**config.mk**
```make
export PLATFORM = sky130hd
export DESIGN_NAME = ppa_top
export DESIGN_NICKNAME = d
export VERILOG_FILES = /design/src/common/ppa_pkg.sv /design/src/common/ppa_line_if.sv /design/src/ppa_top.sv /design/src/ppa_sync.sv /design/src/ppa_edge.sv
export VERILOG_INCLUDE_DIRS = /design/src /design/src/common
export SDC_FILE = /design/constraint.sdc
export NUM_CORES = 1
export LEC_CHECK = 0
export ABC_AREA = 0
export BUFFER_PORTS_ARGS = -buffer_cell sky130_fd_sc_hd__buf_2
export CAP_MARGIN = 5
export CORE_UTILIZATION = 35
export DETAILED_ROUTE_END_ITERATION = 8
export GPL_ROUTABILITY_DRIVEN = 0
export PLACE_DENSITY_LB_ADDON = 0.1
export SLEW_MARGIN = 20
export SYNTH_ARGS = -nofsm -noshare
export SYNTH_HDL_FRONTEND = slang
export SYNTH_SLANG_ARGS = --single-unit
export TNS_END_PERCENT = 5
```
**constraint.sdc**
```tcl
create_clock -name clock -period 2.8 [get_ports clock]
set_clock_uncertainty 0.15 [all_clocks]
set_input_delay 0.42 -clock clock [delete_from_list [all_inputs] [get_ports clock]]
set_output_delay 0.42 -clock clock [all_outputs]
set_load 0.05 [all_outputs]
```
**src/common/ppa_defs.svh**
```systemverilog
// Constants of the parallel peripheral adapter: field positions and reset values
`ifndef PPA_DEFS_SVH
`define PPA_DEFS_SVH
`define PPA_BYTE_RESET 8'h00
`define PPA_CTL_RESET 6'h00
`define PPA_CTL_IRQ1_EN 0
`define PPA_CTL_EDGE1_POS 1
`define PPA_CTL_DIR_ACC 2
`define PPA_CTL_IRQ2_EN 3
`define PPA_CTL_EDGE2_POS 4
`define PPA_CTL_LINE2_OUT 5
`define PPA_SEC_A 0
`define PPA_SYNC_W 35
`endif

```
**src/common/ppa_pkg.sv**
```systemverilog
// Types shared by the parallel peripheral adapter modules
package ppa_pkg;
  // Location addressed inside one section
  typedef enum logic [1:0] {LOC_DATA, LOC_DIR, LOC_CTL} ppa_loc_e;
  typedef logic [7:0] ppa_byte_t;
endpackage : ppa_pkg

```
**src/common/ppa_line_if.sv**
```systemverilog
// Signals between a section and one edge-sensing control line
`timescale 1ns/100ps
interface ppa_line_if;
  logic pin;
  logic activeHigh;
  logic lineEn;
  logic strobe;
  logic deselStrobe;
  logic clear;
  logic flag;
  modport det (
    input pin, activeHigh, lineEn, strobe, deselStrobe, clear,
    output flag
  );
  modport ctrl (
    output pin, activeHigh, lineEn, strobe, deselStrobe, clear,
    input flag
  );
endinterface : ppa_line_if

```
**src/ppa_top.sv**
```systemverilog
// Dual 8-bit parallel peripheral adapter with strobe-timed processor bus
// Functional notes
// - selected when both positive selects high, negative low
// - any inactive select deselects the device
// - data drivers off except selected reads
// - low read/write writes addressed location during strobe
// - read drivers on only with select and strobe
// - enable strobe fall times writes and clears; drivers follow its level
// - reset clears every register bit
// - interrupt requests are open drain, pull low only
// - two masked flags drive each request
// - data register read clears section flags
// - cleared flag rearmed only by deselected strobe
// - strobe between edges arms edge detector
// - armed enabled flag sets on active edge
// - direction bit one output, zero input
// - input lines read live pin levels
// - output lines drive stored register bits
// - port A output bits read pin level
// - port B output bits read stored value
// - port B input lines are high impedance
// - dedicated inputs set flags, polarity programmable
// - control line selectable input or output
// - register selects plus bit 2 choose location
// - flag bits read-only, set by lines
// - bit 0 enables request, bit 1 polarity
// - bit 5 picks control line direction
`timescale 1ns/100ps
`include "ppa_defs.svh"
module ppa_top
  import ppa_pkg::*;
(
  // Clock and reset
  input wire logic clock,
  input wire logic rstn,
  // Processor data bus
  input wire logic [7:0] dataIn,
  output logic [7:0] dataOut,
  output logic dataEnN,
  // Processor selects and strobe
  input wire logic selectPosFirst,
  input wire logic selectPosSecond,
  input wire logic selectNegN,
  input wire logic regSelLow,
  input wire logic regSelHigh,
  input wire logic readNotWrite,
  input wire logic enableStrobe,
  // Interrupt requests, open drain
  output logic intReqANOut,
  output logic intReqANEnN,
  output logic intReqBNOut,
  output logic intReqBNEnN,
  // Peripheral port A
  input wire logic [7:0] portALinesIn,
  output logic [7:0] portALinesOut,
  output logic [7:0] portALinesEnN,
  // Peripheral port B
  input wire logic [7:0] portBLinesIn,
  output logic [7:0] portBLinesOut,
  output logic [7:0] portBLinesEnN,
  // Dedicated interrupt inputs
  input wire logic irqInA,
  input wire logic irqInB,
  // Programmable control lines
  input wire logic ctlLineAIn,
  output logic ctlLineAOut,
  output logic ctlLineAEnN,
  input wire logic ctlLineBIn,
  output logic ctlLineBOut,
  output logic ctlLineBEnN
);
  // Synchronised pin levels
  logic [`PPA_SYNC_W-1:0] pinsRaw;
  logic [`PPA_SYNC_W-1:0] pinsSync;
  ppa_byte_t dataS;
  ppa_byte_t portSync [0:1];
  logic [1:0] irqSync;
  logic [1:0] ctlSync;
  logic csFirstS, csSecondS, csNegS;
  logic rsHighS, rsLowS, rwS, strobeS;

  // Strobe timing
  logic strobePrev, next_strobePrev;
  logic strobeFall;
  logic deselFall;
  logic selected;
  logic driveNow;

  // Read path
  ppa_byte_t readData, next_readData;
  logic nextDataEnN, next_dataEnN;

  // Per-section results
  ppa_byte_t secRead [0:1];
  ppa_byte_t outRegW [0:1];
  ppa_byte_t dirRegW [0:1];
  logic [5:0] ctlRegW [0:1];
  logic [1:0] irqAct;

  // Every pin crosses two flops before any logic sees it
  // Costs two clocks of latency, but no pin can go metastable in logic
  assign pinsRaw = {dataIn, portALinesIn, portBLinesIn, irqInA, irqInB,
                    ctlLineAIn, ctlLineBIn, selectPosFirst, selectPosSecond,
                    selectNegN, regSelHigh, regSelLow, readNotWrite,
                    enableStrobe};

  ppa_sync #(
    .WIDTH(`PPA_SYNC_W)
  ) uSync (
    .clock(clock),
    .rstn(rstn),
    .async(pinsRaw),
    .sync(pinsSync)
  );

  // Unpack the synchronised bundle
  assign dataS = pinsSync[34:27];
  assign portSync[0] = pinsSync[26:19];
  assign portSync[1] = pinsSync[18:11];
  assign irqSync = {pinsSync[9], pinsSync[10]};
  assign ctlSync = {pinsSync[7], pinsSync[8]};
  assign csFirstS = pinsSync[6];
  assign csSecondS = pinsSync[5];
  assign csNegS = pinsSync[4];
  assign rsHighS = pinsSync[3];
  assign rsLowS = pinsSync[2];
  assign rwS = pinsSync[1];
  assign strobeS = pinsSync[0];

  // Select decode; selects are taken as stable across the strobe
  assign selected = csFirstS & csSecondS & ~csNegS;

  // Strobe fall detection times writes, clears and arming; the drivers follow the strobe level
  assign next_strobePrev = strobeS;
  assign strobeFall = strobePrev & ~strobeS;
  assign deselFall = strobeFall & ~selected;

  always_ff @(posedge clock or negedge rstn)
    if (!rstn)
      strobePrev <= 1'b0;
    else
      strobePrev <= next_strobePrev;

  // One block per section: registers, decode and two edge lines
  for (genvar s = 0; s < 2; s++)
  begin : gSec
    localparam logic SEC = 1'(s);
    ppa_byte_t outReg, next_outReg;
    ppa_byte_t dirReg, next_dirReg;
    logic [5:0] ctlReg, next_ctlReg;
    ppa_loc_e loc;
    logic hit;
    logic wrEv;
    logic dataRdEv;
    ppa_byte_t pinRead;
    ppa_line_if line1 ();
    ppa_line_if line2 ();

    // Register selects with bit 2 pick the location
    assign hit = selected & (rsHighS == SEC);
    always_comb
    begin
      if (rsLowS)
        loc = LOC_CTL;
      else if (ctlReg[`PPA_CTL_DIR_ACC])
        loc = LOC_DATA;
      else
        loc = LOC_DIR;
    end

    // Bus events land on the strobe's falling edge
    assign wrEv = strobeFall & hit & ~rwS;
    assign dataRdEv = strobeFall & hit & rwS & (loc == LOC_DATA);

    // Writes; flag bits have no write path
    always_comb
    begin
      next_outReg = outReg;
      next_dirReg = dirReg;
      next_ctlReg = ctlReg;
      if (wrEv)
      begin
        case (loc)
          LOC_DATA: next_outReg = dataS;
          LOC_DIR: next_dirReg = dataS;
          LOC_CTL: next_ctlReg = dataS[5:0];
          default: next_ctlReg = ctlReg;
        endcase
      end
    end

    always_ff @(posedge clock or negedge rstn)
      if (!rstn)
      begin
        outReg <= `PPA_BYTE_RESET;
        dirReg <= `PPA_BYTE_RESET;
        ctlReg <= `PPA_CTL_RESET;
      end
      else
      begin
        outReg <= next_outReg;
        dirReg <= next_dirReg;
        ctlReg <= next_ctlReg;
      end

    // Port A reads the pin even on outputs, so loading shows through
    assign pinRead = (s == `PPA_SEC_A) ? portSync[s]
                   : ((dirReg & outReg) | (~dirReg & portSync[s]));

    // Readback of the addressed location
    always_comb
    begin
      case (loc)
        LOC_DATA: secRead[s] = pinRead;
        LOC_DIR: secRead[s] = dirReg;
        LOC_CTL: secRead[s] = {line1.flag, line2.flag, ctlReg};
        default: secRead[s] = `PPA_BYTE_RESET;
      endcase
    end

    // Dedicated input: always an input, polarity from bit 1
    assign line1.pin = irqSync[s];
    assign line1.activeHigh = ctlReg[`PPA_CTL_EDGE1_POS];
    assign line1.lineEn = 1'b1;
    assign line1.strobe = strobeFall;
    assign line1.deselStrobe = deselFall;
    assign line1.clear = dataRdEv;

    // Programmable line senses edges only while bit 5 is low
    assign line2.pin = ctlSync[s];
    assign line2.activeHigh = ctlReg[`PPA_CTL_EDGE2_POS];
    assign line2.lineEn = ~ctlReg[`PPA_CTL_LINE2_OUT];
    assign line2.strobe = strobeFall;
    assign line2.deselStrobe = deselFall;
    assign line2.clear = dataRdEv;

    ppa_edge uEdge1 (
      .clock(clock),
      .rstn(rstn),
      .line(line1)
    );

    ppa_edge uEdge2 (
      .clock(clock),
      .rstn(rstn),
      .line(line2)
    );

    // Each flag has its own enable bit
    assign irqAct[s] = (line1.flag & ctlReg[`PPA_CTL_IRQ1_EN])
                     | (line2.flag & ctlReg[`PPA_CTL_IRQ2_EN]);

    assign outRegW[s] = outReg;
    assign dirRegW[s] = dirReg;
    assign ctlRegW[s] = ctlReg;
  end

  // Drivers follow the strobe while a selected read is present
  // Sync latency keeps drivers on three clocks past the strobe fall
  assign driveNow = strobeS & selected & rwS;

  // Read data tracks the live source while the drivers are on
  always_comb
  begin
    next_readData = readData;
    next_dataEnN = ~driveNow;
    if (driveNow)
      next_readData = secRead[rsHighS];
  end

  always_ff @(posedge clock or negedge rstn)
    if (!rstn)
    begin
      readData <= `PPA_BYTE_RESET;
      nextDataEnN <= 1'b1;
    end
    else
    begin
      readData <= next_readData;
      nextDataEnN <= next_dataEnN;
    end

  assign dataOut = readData;
  assign dataEnN = nextDataEnN;

  // Open drain: the level is always low, only the enable moves
  assign intReqANOut = 1'b0;
  assign intReqANEnN = ~irqAct[0];
  assign intReqBNOut = 1'b0;
  assign intReqBNEnN = ~irqAct[1];

  // Port lines drive stored bits where the direction bit is one
  assign portALinesOut = outRegW[0];
  assign portALinesEnN = ~dirRegW[0];
  assign portBLinesOut = outRegW[1];
  assign portBLinesEnN = ~dirRegW[1];

  // Output mode of the control lines: plain level from bit 3 only
  // Handshake output modes are not built; bit 3 is a static level
  assign ctlLineAOut = ctlRegW[0][`PPA_CTL_IRQ2_EN];
  assign ctlLineAEnN = ~ctlRegW[0][`PPA_CTL_LINE2_OUT];
  assign ctlLineBOut = ctlRegW[1][`PPA_CTL_IRQ2_EN];
  assign ctlLineBEnN = ~ctlRegW[1][`PPA_CTL_LINE2_OUT];
endmodule : ppa_top

```
**src/ppa_sync.sv**
```systemverilog
// Two-flop synchroniser for a bundle of pin levels
`timescale 1ns/100ps
module ppa_sync #(
  parameter int WIDTH = 1
) (
  // Clock and reset
  input wire logic clock,
  input wire logic rstn,
  // Levels
  input wire logic [WIDTH-1:0] async,
  output logic [WIDTH-1:0] sync
);
  logic [WIDTH-1:0] stage1;

  // First stage feeds only the second
  always_ff @(posedge clock or negedge rstn)
    if (!rstn)
    begin
      stage1 <= '0;
      sync <= '0;
    end
    else
    begin
      stage1 <= async;
      sync <= stage1;
    end
endmodule : ppa_sync

```
**src/ppa_edge.sv**
```systemverilog
// Edge-sensing interrupt flag of one control line
`timescale 1ns/100ps
module ppa_edge (
  // Clock and reset
  input wire logic clock,
  input wire logic rstn,
  // Line towards the section
  ppa_line_if.det line
);
  logic prevPin, next_prevPin;
  logic armed, next_armed;
  logic reEn, next_reEn;
  logic flag, next_flag;
  logic atInactive;
  logic activeEdge;

  // A polarity change alone is no edge: only pin changes count
  assign atInactive = line.pin != line.activeHigh;
  assign activeEdge = (line.pin != prevPin) & ~atInactive;

  // Arming, re-enable and flag next values
  always_comb
  begin
    next_prevPin = line.pin;
    next_armed = armed;
    next_reEn = reEn;
    next_flag = flag;
    if (line.strobe && atInactive)
      next_armed = 1'b1;
    else if (activeEdge)
      next_armed = 1'b0;
    if (line.deselStrobe)
      next_reEn = 1'b1;
    if (line.clear)
    begin
      next_reEn = 1'b0;
      next_flag = 1'b0;
    end
    // Set wins over a clear in the same cycle
    if (activeEdge && armed && reEn && line.lineEn)
      next_flag = 1'b1;
  end

  // State registers, all zero under reset
  always_ff @(posedge clock or negedge rstn)
    if (!rstn)
    begin
      prevPin <= 1'b0;
      armed <= 1'b0;
      reEn <= 1'b0;
      flag <= 1'b0;
    end
    else
    begin
      prevPin <= next_prevPin;
      armed <= next_armed;
      reEn <= next_reEn;
      flag <= next_flag;
    end

  assign line.flag = flag;
endmodule : ppa_edge

```
==> results.md <==
* Syn Area/Cell at ~14 µm²
* Hpwl dp at 7.63 mm
* Max-slew violations at 0
* Yosys reg bits at 138
* Final TNS setup at 0 ns
* Fillers at 1277
* Placed inst area at 5630 µm²
* Static leakage at 3.10 nW
* Via/cell ratio at 4.67
* CTS tree: done
* Yosys cell types at 38
* 1st-pass router iterations at 4
* Area contributors post-synth: dfrtp_1, mux2_2, inv_1
* Place WS at 0.428 ns
* Critical Path Slowest Stage Cell: dfrtp_1
* Crit path cell chain: nor2b_1, and3_1, mux2_2
* Final Util at 47.3%
* Critical Path End Type: flip-flop
* Pwr Total at slightly above 5 mW
* Die H at 122 µm
* Start point of the critical path: gSec[1].ctlReg[2]
* Iter 0 DRT Violations at 162
* Vias at 3158
* # IOs at 86
* Sequential area share after synthesis at 68.9%
* Hold Crit Class: flip-flop to flip-flop
* RSZ-0062 raised after global routing: false
* Grt total ovfl at 0
* Clock transition at the registers of the reported paths at 0.06 ns
* R2R setup slack at 0.45 ns
* Leading area contributor after synthesis: dfrtp_1
* Pin count of the biggest net entering global routing at 62
* F_max at approximately 430 MHz
* Reg2reg start: gSec[1].ctlReg[2]
* Initial antenna violation count at 0
* Crit path DAT at 2.50 ns
* WS Path Type: flip-flop to flip-flop
* Routed Antenna Nets at 0
* Layout area overhead at 31.6%
* Peak supply drop at 481 µV
* Drt drc at 0
* Hold Vio Cnt, Final at 0
* PortBufs at 83
* Slew @ Worst Pin at 0.800 ns
* Total core area at 13900 µm²
* Critical Path RT at 2.95 ns
* Ant. Diodes at 0
* FP Rows at 43
* Routed WL at between 10 and 15 mm
* Capture point of the critical path: portBLinesOut[2]
* Share of cells above drive strength 1 at 37.5%
* Post-synthesis cell count at between 300 and 400
* H-Tree Depth at 4
* Run status: finished clean
* Multi-input gate area at 1390 µm²
* Initial cell density of the core at 36.0%
* Die area at around 15000 µm²
* Vias in the first global route at 3332
* Most frequent cells in the layout: dfrtp_1, buf_2, mux2_2
* PD cells at 764 nW/µm²
* Top-area cell type share of the netlist area at between 60 and 70%
* Synth Cell Area at between 5000 and 6000 µm²
* DIE WIDTH at 122 µm
* Crit path time final at 2.35 ns
* Max_cap viols at 0
* Yosys warns at 0
* CTS max path bufs at 2
* Worst r2r dst: portBLinesOut[2]
* Num CTS Buffers at 17
* GRT Total Usage at 16.8%
* Leading cell type in the layout, fill and taps excluded: dfrtp_1
* CP Max Fanout at 12
* Drt wl/cell at 16.5 µm
* Layout Nets at 520
* Final worst setup slack at 0.449 ns
* Root buffer cell: clkbuf_16
* Register Area at approximately 3500 µm²
* Period utilisation layout at 84.0%
* Worst setup SP type: flip-flop
* First-pass GRT wire length at 17.9 mm
* Worst path max stage delay at 0.60 ns
* Worst skew pair latency at 0.42 ns
* Reg2Reg Depth at 3
* Final instance area at 6600 µm²
* Final setup violation count at 0
* Clk sinks at 138
* Slew margin rel. at approximately 47%
[per-layer routing]
metal  share of wire, %  global-route usage (%)  up-vias
li1                   -                       -     1477
met4                1.3                    6.48        0
met2                 46                    25.0       70
met3                5.0                    5.85       11
met5                  0                       0        -
met1                 48                    22.6     1600
[Yosys cell counts, drive strengths merged]
master	count
nand3	5
inv	23
conb	1
o2bb2ai	1
a31oi	2
mux2	60
o21ai	17
clkbuf	2
nand3b	2
o32ai	1
a22oi	2
nand2b	3
a21oi	7
dfrtp	137
nor3	2
o31ai	5
o311a	1
o311ai	5
a211o	1
nor2	16
and3	4
o22ai	2
a211oi	1
nor2b	4
dfstp	1
and3b	1
a22o	1
buf	13
or2	1
a32o	2
nand2	22
or3	2
a221oi	1
mux2i	6
[per-stage QoR]
stage / cells / hold WS [ns]
6_report: 676 / 0.192
3_5_place_dp: 608 / 0.185
5_1_grt: 676 / 0.202
2_1_floorplan: 355 / -0.0256
3_3_place_gp: 608 / 0.181
4_1_cts: 676 / 0.196
[registers in the layout, indices dropped and copies added (netlist names)]
name,flops
uSync.stage1,35
uSync.sync,35
gSec.dirReg,16
gSec.ctlReg,12
dataOut,8
portALinesOut,8
portBLinesOut,8
gSec.uEdge1.armed,2
gSec.uEdge1.line.flag,2
gSec.uEdge1.prevPin,2
gSec.uEdge2.armed,2
gSec.uEdge2.line.flag,2
gSec.uEdge2.prevPin,2
dataEnN,1
gSec.uEdge2.reEn,1
gSec.uEdge1.reEn,1
strobePrev,1
[report_power, final]
part           switching (mW)  internal, mW  total, mW  leakage (nW)
Combinational           0.343         0.191      0.534          1.10
Clock                   0.847          1.43       2.27         0.293
Sequential              0.110          2.12       2.23          1.70
Total                    1.30          3.74       5.04          3.10
[worst max-delay path, delay by kind of cell (launching register included)]
kind,cells,cell delay (ns)
flip-flops,1,0.60
AND/OR/NAND/NOR,2,1.09
multiplexers,1,0.39
[timing repair]
action	CTS	global route
hold endpoints to repair	91	0
setup buffers	0	0
hold buffers	36	0
gates resized for setup	0	0
[cells by family after synthesis]
kind of cell           share of synthesized area (%)
AO/OA/AOI/OAI                                   6.44
buffers and inverters                           3.47
flip-flops                                      68.9
multiplexers                                    14.7
other                                         0.0748
AND/OR/NAND/NOR                                 6.44
[how the worst min path moves through the flow]
| stage | start | end | slack, ns | depth (start not counted) |
|---|---|---|---|---|
| final | uSync.stage1[10] | uSync.sync[10] | 0.19 | 0 |
| after floorplan | rstn | dataOut[0] | -0.03 | 0 |
| after detailed placement | uSync.stage1[15] | uSync.sync[15] | 0.18 | 0 |
| after CTS | uSync.stage1[10] | uSync.sync[10] | 0.20 | 0 |
| after global placement | uSync.stage1[15] | uSync.sync[15] | 0.18 | 0 |
| after global routing | uSync.stage1[10] | uSync.sync[10] | 0.20 | 0 |
[area by class of cell]
class / instances / area share [%]
Tap cell: 180 / 3.41
Clock inverter: 14 / 2.60
Timing Repair Buffer: 124 / 12.6
Clock buffer: 18 / 6.66
Sequential cell: 138 / 52.4
Multi-Input combinational cell: 179 / 21.1
Inverter: 23 / 1.31
No activity file was read; power rests on OpenSTA's default activity.
